[src/logic/mafr_defines.svh]
`ifndef MAFR_DEFINES_SVH
`define MAFR_DEFINES_SVH

// ----------------------------------------
// register byte offsets on the bus
// ----------------------------------------
`define MAFR_OFS_AUX_CTRL  8'h00
`define MAFR_OFS_TTB       8'h04
`define MAFR_OFS_FAULT     8'h08
`define MAFR_OFS_FAR       8'h0c
`define MAFR_OFS_IRQ_STAT  8'h10
`define MAFR_OFS_IRQ_MASK  8'h14

// ----------------------------------------
// auxiliary control field positions
// ----------------------------------------
`define MAFR_AUX_NOCOAL_BIT  0
`define MAFR_AUX_PATTR_BIT   1
`define MAFR_AUX_POL_LO      4
`define MAFR_AUX_POL_HI      5

// ----------------------------------------
// translation table base and fault cause layout
// ----------------------------------------
`define MAFR_TTB_LO          14
`define MAFR_FC_STAT_HI      3
`define MAFR_FC_DOM_LO       4
`define MAFR_FC_DOM_HI       7
`define MAFR_FC_DEBUG_BIT    9
`define MAFR_FC_EXT_BIT      10

// ----------------------------------------
// interrupt event bits and reset values
// ----------------------------------------
`define MAFR_EV_PREFETCH     0
`define MAFR_EV_DATA         1
`define MAFR_EV_DEBUG        2
`define MAFR_RST_AUX         2'h0
`define MAFR_RST_WORD        32'h0000_0000

`endif

[src/logic/mafr_pkg.sv]
package mafr_pkg;

	// mini-data cache policy encodings
	typedef enum logic [1:0]
	{
		MAFR_WB_RA   = 2'b00,
		MAFR_WB_RWA  = 2'b01,
		MAFR_WT_RA   = 2'b10,
		MAFR_UNPRED  = 2'b11
	} mafr_policy_t;

	// bus slave state
	typedef struct packed
	{
		logic ack;
	} mafr_bus_state_t;

	// register bank state
	typedef struct packed
	{
		mafr_policy_t  policy;       // mini cache policy
		logic          page_attr;    // page table attribute bit
		logic          no_coalesce;  // global coalescing disable
		logic [17:0]   ttb;          // table base, bits 31:14
		logic [3:0]    fc_status;    // fault status code
		logic [3:0]    fc_domain;    // fault domain
		logic          fc_debug;     // debug event abort
		logic          fc_ext;       // status extension
		logic [31:0]   far;          // fault address
		logic [2:0]    irq_stat;     // sticky events
		logic [2:0]    irq_mask;     // event enables
		logic [31:0]   rdata;        // read data holding
	} mafr_regs_t;

endpackage

[src/logic/mafr_bus_slave.sv]
// classic wishbone handshake: one ack per request, one cycle after it
module mafr_bus_slave
(
	input  wire logic clk_i,
	input  wire logic rst_i,
	input  wire logic cyc_i,
	input  wire logic stb_i,
	input  wire logic we_i,
	output logic      ack_o,
	output logic      rd_take_o,
	output logic      wr_commit_o
);
	import mafr_pkg::*;

	mafr_bus_state_t st_reg;   // registered state
	mafr_bus_state_t st_next;  // next state

	// ----------------------------------------
	// handshake
	// ----------------------------------------
	// the ack drops after one cycle so a held request is answered every other cycle
	always_comb
	begin
		st_next     = st_reg;
		st_next.ack = cyc_i && stb_i && !st_reg.ack;
	end

	always_ff @(posedge clk_i)
	begin
		if (rst_i)
			st_reg <= '0;
		else
			st_reg <= st_next;
	end

	assign ack_o       = st_reg.ack;
	// read data is captured as the request is seen
	assign rd_take_o   = cyc_i && stb_i && !st_reg.ack && !we_i;
	// writes land on the edge at which the master samples ack
	assign wr_commit_o = cyc_i && stb_i && st_reg.ack && we_i;

	// ----------------------------------------
	// checks
	// ----------------------------------------
	ack_single_a: assert property (@(posedge clk_i) disable iff (rst_i)
		ack_o |=> !ack_o)
		else $error("ack held longer than one cycle");

endmodule

[src/logic/mafr_store_policy.sv]
// store path decisions for the write buffer and mini-data cache
module mafr_store_policy
(
	input  wire logic       no_coalesce_i,
	input  wire logic [1:0] policy_i,
	input  wire logic       store_valid_i,
	input  wire logic       store_mini_i,
	input  wire logic       page_coalesce_i,
	output logic            store_buffer_o,
	output logic            store_merge_o,
	output logic            write_alloc_o,
	output logic            write_through_o
);
	import mafr_pkg::*;

	// ----------------------------------------
	// buffering and merging
	// ----------------------------------------
	always_comb
	begin
		// mini-cacheable stores always go through the write buffer
		store_buffer_o = store_valid_i && (store_mini_i || page_coalesce_i); // RULE2
		// global disable overrides every page attribute
		store_merge_o  = store_buffer_o && !no_coalesce_i &&
			(store_mini_i || page_coalesce_i); // RULE3 RULE4
	end

	// ----------------------------------------
	// mini cache policy decode
	// ----------------------------------------
	// the unpredictable code acts as write-back, read allocate here
	always_comb
	begin
		case (mafr_policy_t'(policy_i)) // RULE1
			MAFR_WB_RWA:
			begin
				write_alloc_o   = 1'b1;
				write_through_o = 1'b0;
			end
			MAFR_WT_RA:
			begin
				write_alloc_o   = 1'b0;
				write_through_o = 1'b1;
			end
			default:
			begin
				write_alloc_o   = 1'b0;
				write_through_o = 1'b0;
			end
		endcase
	end

endmodule

[src/logic/mafr_regs.sv]
// What this block does
// RULE1: policy bits 5:4 pick mini cache policy
// RULE2: mini-cacheable stores always enter write buffer
// RULE3: bit 0 set stops all store merging
// RULE4: bit 0 clear lets page attributes decide
// RULE5: software writes zero to page attribute bit
// RULE6: reset clears every auxiliary control bit
// RULE7: table base bits 31:14 drive page walks
// RULE8: abort entry loads the fault cause register
// RULE9: bit 10 extends the fault status code
// RULE10: bit 9 flags aborts from debug events
// RULE11: debug aborts leave domain, extension undefined
// RULE12: each abort overwrites fault fields directly
// RULE13: data aborts capture full virtual address
// RULE14: software sets policy before mini caching
// RULE15: reserved bits ignore writes, read zero
`include "mafr_defines.svh"

module mafr_regs
(
	input  wire logic        clk_i,
	input  wire logic        rst_i,
	// wishbone slave
	input  wire logic        cyc_i,
	input  wire logic        stb_i,
	input  wire logic        we_i,
	input  wire logic [7:0]  adr_i,
	input  wire logic [3:0]  sel_i,
	input  wire logic [31:0] dat_i,
	output logic [31:0]      dat_o,
	output logic             ack_o,
	output logic             irq_o,
	// abort reports from the core
	input  wire logic        abort_i,
	input  wire logic        abort_is_data_i,
	input  wire logic [3:0]  abort_status_i,
	input  wire logic        abort_ext_i,
	input  wire logic [3:0]  abort_domain_i,
	input  wire logic        abort_debug_i,
	input  wire logic [31:0] modified_virtual_address_i,
	// write buffer store path
	input  wire logic        store_valid_i,
	input  wire logic        store_mini_i,
	input  wire logic        page_coalesce_i,
	output logic             store_buffer_o,
	output logic             store_merge_o,
	// controls toward mmu and mini cache
	output logic [1:0]       mini_cache_policy_o,
	output logic             mini_write_alloc_o,
	output logic             mini_write_through_o,
	output logic [31:0]      table_base_o
);
	import mafr_pkg::*;

	mafr_regs_t  r_reg;       // all bank state
	mafr_regs_t  r_next;      // its next value
	logic        rd_take;     // read captured this cycle
	logic        wr_commit;   // write lands this cycle
	logic [2:0]  events;      // abort events this cycle
	logic [2:0]  w1c;         // status bits cleared by software
	logic [31:0] aux_word;    // assembled control word
	logic [31:0] ttb_word;    // assembled table base word
	logic [31:0] fc_word;     // assembled fault cause word
	logic [31:0] wv;          // write value after byte lanes

	// ----------------------------------------
	// helpers
	// ----------------------------------------
	// byte lane merge: only selected lanes take new data
	function automatic logic [31:0] lane_merge
	(
		input logic [31:0] old_v,
		input logic [31:0] new_v,
		input logic [3:0]  sel
	);
		logic [31:0] res;
		res = old_v;
		for (int i = 0; i < 4; i++)
		begin
			if (sel[i])
				res[i*8 +: 8] = new_v[i*8 +: 8];
		end
		return res;
	endfunction

	// address match for a write that is landing
	function automatic logic wr_hit
	(
		input logic       commit,
		input logic [7:0] adr,
		input logic [7:0] ofs
	);
		return commit && (adr == ofs);
	endfunction

	// ----------------------------------------
	// bus handshake
	// ----------------------------------------
	mafr_bus_slave u_bus
	(
		.clk_i       (clk_i),
		.rst_i       (rst_i),
		.cyc_i       (cyc_i),
		.stb_i       (stb_i),
		.we_i        (we_i),
		.ack_o       (ack_o),
		.rd_take_o   (rd_take),
		.wr_commit_o (wr_commit)
	);

	// ----------------------------------------
	// store path
	// ----------------------------------------
	mafr_store_policy u_store
	(
		.no_coalesce_i   (r_reg.no_coalesce),
		.policy_i        (r_reg.policy),
		.store_valid_i   (store_valid_i),
		.store_mini_i    (store_mini_i),
		.page_coalesce_i (page_coalesce_i),
		.store_buffer_o  (store_buffer_o),
		.store_merge_o   (store_merge_o),
		.write_alloc_o   (mini_write_alloc_o),
		.write_through_o (mini_write_through_o)
	);

	// ----------------------------------------
	// register words as software sees them
	// ----------------------------------------
	// reserved bits are held nowhere, so they read zero
	always_comb
	begin
		aux_word = `MAFR_RST_WORD; // RULE15
		aux_word[`MAFR_AUX_POL_HI:`MAFR_AUX_POL_LO] = r_reg.policy;
		aux_word[`MAFR_AUX_PATTR_BIT]  = r_reg.page_attr;
		aux_word[`MAFR_AUX_NOCOAL_BIT] = r_reg.no_coalesce;
		ttb_word = {r_reg.ttb, 14'h0000}; // RULE7 RULE15
		fc_word  = `MAFR_RST_WORD;
		fc_word[`MAFR_FC_STAT_HI:0] = r_reg.fc_status;
		fc_word[`MAFR_FC_DOM_HI:`MAFR_FC_DOM_LO] = r_reg.fc_domain;
		fc_word[`MAFR_FC_DEBUG_BIT] = r_reg.fc_debug;
		fc_word[`MAFR_FC_EXT_BIT]   = r_reg.fc_ext;
	end

	// ----------------------------------------
	// events and clears
	// ----------------------------------------
	always_comb
	begin
		events = 3'h0;
		events[`MAFR_EV_PREFETCH] = abort_i && !abort_is_data_i;
		events[`MAFR_EV_DATA]     = abort_i && abort_is_data_i;
		events[`MAFR_EV_DEBUG]    = abort_i && abort_debug_i;
		// clear only through the low byte lane
		w1c = (wr_hit(wr_commit, adr_i, `MAFR_OFS_IRQ_STAT) && sel_i[0]) ?
			dat_i[2:0] : 3'h0;
	end

	// ----------------------------------------
	// next state
	// ----------------------------------------
	always_comb
	begin
		r_next = r_reg;
		wv     = dat_i;

		// software writes, reserved bits dropped
		if (wr_hit(wr_commit, adr_i, `MAFR_OFS_AUX_CTRL))
		begin
			wv = lane_merge(aux_word, dat_i, sel_i);
			r_next.policy      = mafr_policy_t'(wv[`MAFR_AUX_POL_HI:`MAFR_AUX_POL_LO]); // RULE1
			// stored as written; the bit drives nothing
			r_next.page_attr   = wv[`MAFR_AUX_PATTR_BIT];
			r_next.no_coalesce = wv[`MAFR_AUX_NOCOAL_BIT]; // RULE3
		end
		if (wr_hit(wr_commit, adr_i, `MAFR_OFS_TTB))
		begin
			wv = lane_merge(ttb_word, dat_i, sel_i);
			r_next.ttb = wv[31:`MAFR_TTB_LO]; // RULE7
		end
		if (wr_hit(wr_commit, adr_i, `MAFR_OFS_FAULT))
		begin
			wv = lane_merge(fc_word, dat_i, sel_i);
			r_next.fc_status = wv[`MAFR_FC_STAT_HI:0];
			r_next.fc_domain = wv[`MAFR_FC_DOM_HI:`MAFR_FC_DOM_LO];
			r_next.fc_debug  = wv[`MAFR_FC_DEBUG_BIT];
			r_next.fc_ext    = wv[`MAFR_FC_EXT_BIT];
		end
		if (wr_hit(wr_commit, adr_i, `MAFR_OFS_FAR))
			r_next.far = lane_merge(r_reg.far, dat_i, sel_i); // RULE13
		if (wr_hit(wr_commit, adr_i, `MAFR_OFS_IRQ_MASK) && sel_i[0])
			r_next.irq_mask = dat_i[2:0];

		// an abort in the same cycle as a write wins for the fault fields, and a data abort for the address too: it is newer
		if (abort_i)
		begin
			r_next.fc_status = abort_status_i; // RULE8 RULE12
			r_next.fc_debug  = abort_debug_i; // RULE10
			if (abort_debug_i)
			begin
				// fields carry no meaning, held at zero
				r_next.fc_domain = 4'h0; // RULE11
				r_next.fc_ext    = 1'b0; // RULE11
			end
			else
			begin
				r_next.fc_domain = abort_domain_i;
				r_next.fc_ext    = abort_ext_i; // RULE9
			end
			// only data accesses have an address to record
			if (abort_is_data_i)
				r_next.far = modified_virtual_address_i; // RULE13
		end

		// sticky status: a new event beats a clear
		r_next.irq_stat = (r_reg.irq_stat & ~w1c) | events;

		// read capture, unmapped offsets answer zero
		if (rd_take)
		begin
			case (adr_i)
				`MAFR_OFS_AUX_CTRL: r_next.rdata = aux_word;
				`MAFR_OFS_TTB:      r_next.rdata = ttb_word;
				`MAFR_OFS_FAULT:    r_next.rdata = fc_word;
				`MAFR_OFS_FAR:      r_next.rdata = r_reg.far;
				`MAFR_OFS_IRQ_STAT: r_next.rdata = {29'h0, r_reg.irq_stat};
				`MAFR_OFS_IRQ_MASK: r_next.rdata = {29'h0, r_reg.irq_mask};
				default:            r_next.rdata = `MAFR_RST_WORD;
			endcase
		end
	end

	// ----------------------------------------
	// state register
	// ----------------------------------------
	// table base and fault fields also reset, for a clean simulation
	always_ff @(posedge clk_i)
	begin
		if (rst_i)
		begin
			r_reg <= '0;
			r_reg.policy <= mafr_policy_t'(`MAFR_RST_AUX); // RULE6
		end
		else
		begin
			r_reg <= r_next;
		end
	end

	// ----------------------------------------
	// outputs
	// ----------------------------------------
	assign dat_o               = r_reg.rdata;
	assign irq_o               = |(r_reg.irq_stat & r_reg.irq_mask);
	assign mini_cache_policy_o = r_reg.policy;
	assign table_base_o        = ttb_word;

	// ----------------------------------------
	// checks
	// ----------------------------------------
	far_capture_a: assert property (@(posedge clk_i) disable iff (rst_i) // RULE13
		abort_i && abort_is_data_i |=> r_reg.far == $past(modified_virtual_address_i))
		else $error("fault address not captured on data abort");

	fault_load_a: assert property (@(posedge clk_i) disable iff (rst_i) // RULE8
		abort_i |=> fc_word[3:0] == $past(abort_status_i))
		else $error("fault status not loaded on abort");

	debug_flag_a: assert property (@(posedge clk_i) disable iff (rst_i) // RULE10
		abort_i |=> fc_word[`MAFR_FC_DEBUG_BIT] == $past(abort_debug_i))
		else $error("debug flag does not follow abort");

	debug_fields_a: assert property (@(posedge clk_i) disable iff (rst_i) // RULE11
		abort_i && abort_debug_i |=>
		{fc_word[`MAFR_FC_EXT_BIT], fc_word[`MAFR_FC_DOM_HI:`MAFR_FC_DOM_LO]} == 5'h00)
		else $error("domain or extension set on debug abort");

	ext_bit_a: assert property (@(posedge clk_i) disable iff (rst_i) // RULE9
		abort_i && !abort_debug_i |=> fc_word[`MAFR_FC_EXT_BIT] == $past(abort_ext_i))
		else $error("status extension bit lost");

	aux_reset_a: assert property (@(posedge clk_i) // RULE6
		$fell(rst_i) |-> aux_word == `MAFR_RST_WORD && mini_cache_policy_o == 2'h0)
		else $error("control register not cleared by reset");

	ttb_low_a: assert property (@(posedge clk_i) disable iff (rst_i) // RULE7
		rd_take && adr_i == `MAFR_OFS_TTB |=> ack_o && dat_o[13:0] == 14'h0000)
		else $error("table base low bits not zero");

	merge_off_a: assert property (@(posedge clk_i) disable iff (rst_i) // RULE3
		r_reg.no_coalesce |-> !store_merge_o)
		else $error("store merged while coalescing disabled");

	mini_buffer_a: assert property (@(posedge clk_i) disable iff (rst_i) // RULE2
		store_valid_i && store_mini_i |-> store_buffer_o)
		else $error("mini cacheable store not buffered");

	sticky_set_a: assert property (@(posedge clk_i) disable iff (rst_i)
		abort_i && abort_is_data_i |=> r_reg.irq_stat[`MAFR_EV_DATA] ##1
		r_reg.irq_stat[`MAFR_EV_DATA] || $past(w1c[`MAFR_EV_DATA]))
		else $error("data abort event not held");

endmodule

[config.mk]
export PLATFORM = sky130hd
export DESIGN_NAME = mafr_regs
export DESIGN_NICKNAME = d
export VERILOG_FILES = /design/src/logic/mafr_pkg.sv /design/src/logic/mafr_bus_slave.sv /design/src/logic/mafr_store_policy.sv /design/src/logic/mafr_regs.sv
export VERILOG_INCLUDE_DIRS = /design/src /design/src/logic
export SDC_FILE = /design/constraint.sdc
export NUM_CORES = 1
export LEC_CHECK = 0
export BUFFER_PORTS_ARGS = -buffer_cell sky130_fd_sc_hd__buf_2
export CORE_MARGIN = 5
export CORE_UTILIZATION = 48
export DETAILED_ROUTE_END_ITERATION = 8
export GPL_ROUTABILITY_DRIVEN = 1
export PLACE_DENSITY = 0.76
export SLEW_MARGIN = 20
export SYNTH_ARGS = -nofsm -noshare
export SYNTH_HDL_FRONTEND = slang
export SYNTH_SLANG_ARGS = --single-unit
export TNS_END_PERCENT = 30
[constraint.sdc]
create_clock -name clk_i -period 2.19 [get_ports clk_i]
set_input_delay 0.1095 -clock clk_i [delete_from_list [all_inputs] [get_ports clk_i]]
set_output_delay 0.1095 -clock clk_i [all_outputs]
set_load 0.05 [all_outputs]
==> flow_metrics.tcl <==
set metrics [dict create \
    gr-usage-all-layers 0.210 \
    cts_resized 0 \
    cts_root_buf "clkbuf_8" \
    antenna_found_initial 0 \
    yosysTopAreaCell "dfxtp_1" \
    area.growth.synth_to_final_pct 16.9 \
    async_reset_ff_frac 0 \
    worst_pin_slew_ns 0.571 \
    tritoncts "yes" \
    numClockSinks 103 \
    switching_power_mw 0.962 \
    critPathCaptureType "flop" \
    yosysWarnings 0 \
    comb_power_share 0.133 \
    nets 807 \
    rsz0062_at_grt "no" \
    avgSynthCellArea_um2 8.63 \
    cap_violations 0 \
    status "finished clean" \
    grt_pass1_wl_mm 22.0 \
    path_buf_inv 3 \
    largest_register_ffs 38 \
    skew_ns 0.00666 \
    setup_violations 0 \
    synth_most_common_cell "dfxtp_1" \
    synth_common_cells "103 x dfxtp_1, 76 x nor2_1, 66 x buf_4" \
    slew_violations 0 \
    drt-initial-drc-count 337 \
    path_max_fanout 18 \
    numPortBuffers 153 \
    place_ws_ns 0.332 \
    clk_latency_ns 0.36 \
    period_needed_ns 1.81 \
    ios 168 \
    gp_congestion 0.825 \
    tns_ns 0 \
    global_route.overflow_total 0 \
    p_leak_nw 2.61 \
    totalWireLength_mm 13.7 \
    timing.fmax_mhz 551 \
    finalCritPeriodShare 0.828 \
    ir_drop_uv 285 \
    hp-class "in2reg" \
    diodes 0 \
    syn_area_um2 5190 \
    htreeDepth 3 \
    first_pass_iters 5 \
    yosysUniqueCellTypes 46 \
    wl_per_cell_um 16.0 \
    p_clk_frac 0.335 \
    layout_setup_ws_ns 0.376 \
    switching_share 0.262 \
    postSynthCellCount 601 \
    drive_above_1_share 0.284 \
    core-area_um2 10700 \
    cpLargestDelayFamily "buffers and inverters" \
    relSlewSlack 0.616 \
    hpwl_mm 10.1 \
    synth_edf_count 0 \
    synth_top_area_frac 0.398 \
    crit_chain "dlygate4sd3_1 > buf_2 > nand4bb_1 > nor2b_2 > buf_4 > nand2_1 > o21ai_0" \
    drt.antenna.violating_nets 0 \
    vias_per_cell 5.34 \
    cpPeakStageDelay_ns 0.54 \
    cp.required_ns 2.48 \
    final_util 0.567 \
    synth_area_leaders "dfxtp_1 40%, mux2i_1 11%, buf_4 9.6%" \
    intPower_mw 2.72 \
    seqPwrFrac 0.532 \
    startpoint_type "input port" \
    die_x_um 114 \
    crit_path_top_delay_cell "dlygate4sd3_1" \
    ys_seq_elements 103 \
    grt_max_degree 49 \
    critPathArrivalTime_ns 2.10 \
    powerDensity_nw_per_um2 606 \
    grt_pass1_vias 4645 \
    initial_core_util 0.485 \
    hold_viol 0 \
    synth-seq-area-share 0.398 \
    cts_buffers 9 \
    vias 4567 \
    die_h_um 114 \
    die_area_um2 13000 \
    crit_type "in2reg" \
    cts_max_path_buffers 2 \
    rows 38 \
    synthFlopType "dfxtp_1" \
    path_clk_slew_ns 0.09 \
    route.detailed.drc 0 \
]
-- layer usage --
layer  share of wire  vias up  global-route usage
li1                -     2267                   -
met1            0.42     2116               0.267
met2            0.49      168               0.350
met3           0.072       16              0.0414
met4           0.014        0              0.0831
met5               0        -                   0
-- layout by cell type (no fill, tap or decap), drive strengths merged, types with 5 or more instances in the layout --
| cell | netlist | routed |
|---|---|---|
| inv | 6 | 7 |
| nor2b | 5 | 5 |
| nand2 | 65 | 65 |
| nor4 | 14 | 14 |
| a211oi | 8 | 8 |
| o21ai | 42 | 42 |
| nor3 | 6 | 6 |
| dlygate4sd3 | 0 | 20 |
| mux2i | 59 | 59 |
| a31oi | 5 | 5 |
| a22oi | 6 | 6 |
| dfxtp | 103 | 103 |
| nor2 | 76 | 76 |
| buf | 75 | 172 |
| a311oi | 28 | 28 |
| nand3 | 31 | 31 |
| nand4 | 6 | 6 |
| conb | 1 | 14 |
| clkbuf | 31 | 12 |
-- cell families after synthesis --
family	synth area share
simple gates	0.221
buf+inv	0.133
flops	0.398
compound gates	0.127
mux	0.120
other cells	0.000723
-- per-stage QoR --
| stage | power (mW) | hold WS, ns | instances | area [um2] |
|---|---|---|---|---|
| global placement | 2.44 | 0.356 | 820 | 5660 |
| finish | 3.68 | 0.0212 | 856 | 6060 |
| detailed placement | 2.46 | 0.370 | 820 | 5660 |
| floorplan | 2.30 | 0.218 | 614 | 5240 |
| CTS | 3.71 | 0.000369 | 856 | 6060 |
| global route | 3.85 | 0.00642 | 856 | 6060 |
-- tightest hold or removal path: cells and delay by family --
kind	cells	cell delay, ns
buf+inv	1	0.09
mux	1	0.06
simple gates	1	0.09
-- worst paths after layout --
kind         slack [ns]                       endpoint  cells after the start              startpoint
max                0.38         dat_o[30]$_SDFFE_PP0P_                      7                   stb_i
min                0.02  table_base_o[17]$_SDFFE_PP0P_                      3               dat_i[17]
max reg2reg        0.43         dat_o[30]$_SDFFE_PP0P_                      5  u_bus.ack_o$_SDFF_PP0_
min reg2reg        0.45         u_bus.ack_o$_SDFF_PP0_                      1  u_bus.ack_o$_SDFF_PP0_
-- cell type report --
type	count	area, um2
clock buffer	12	155
clock inverter	4	52.6
multi-input combinational	399	2490
timing repair buffer	192	1110
inverter	6	22.5
tap	140	175
fill	1010	4630
sequential	103	2060
-- power by group through the flow --
stage                     clock, mW  combinational (mW)  sequential [mW]
after detailed placement          0               0.456             2.00
final                          1.23               0.489             1.96
after CTS                      1.27               0.486             1.96
after floorplan                   0               0.308             2.00
after global placement            0               0.444             2.00
after global routing           1.35               0.534             1.97
-- timing repair --
item / 4_1_cts / 5_1_grt
setup buffers: 0 / 0
hold endpoints to repair: 19 / 0
hold buffers: 20 / 0
Power figures use the tool's default switching activity.
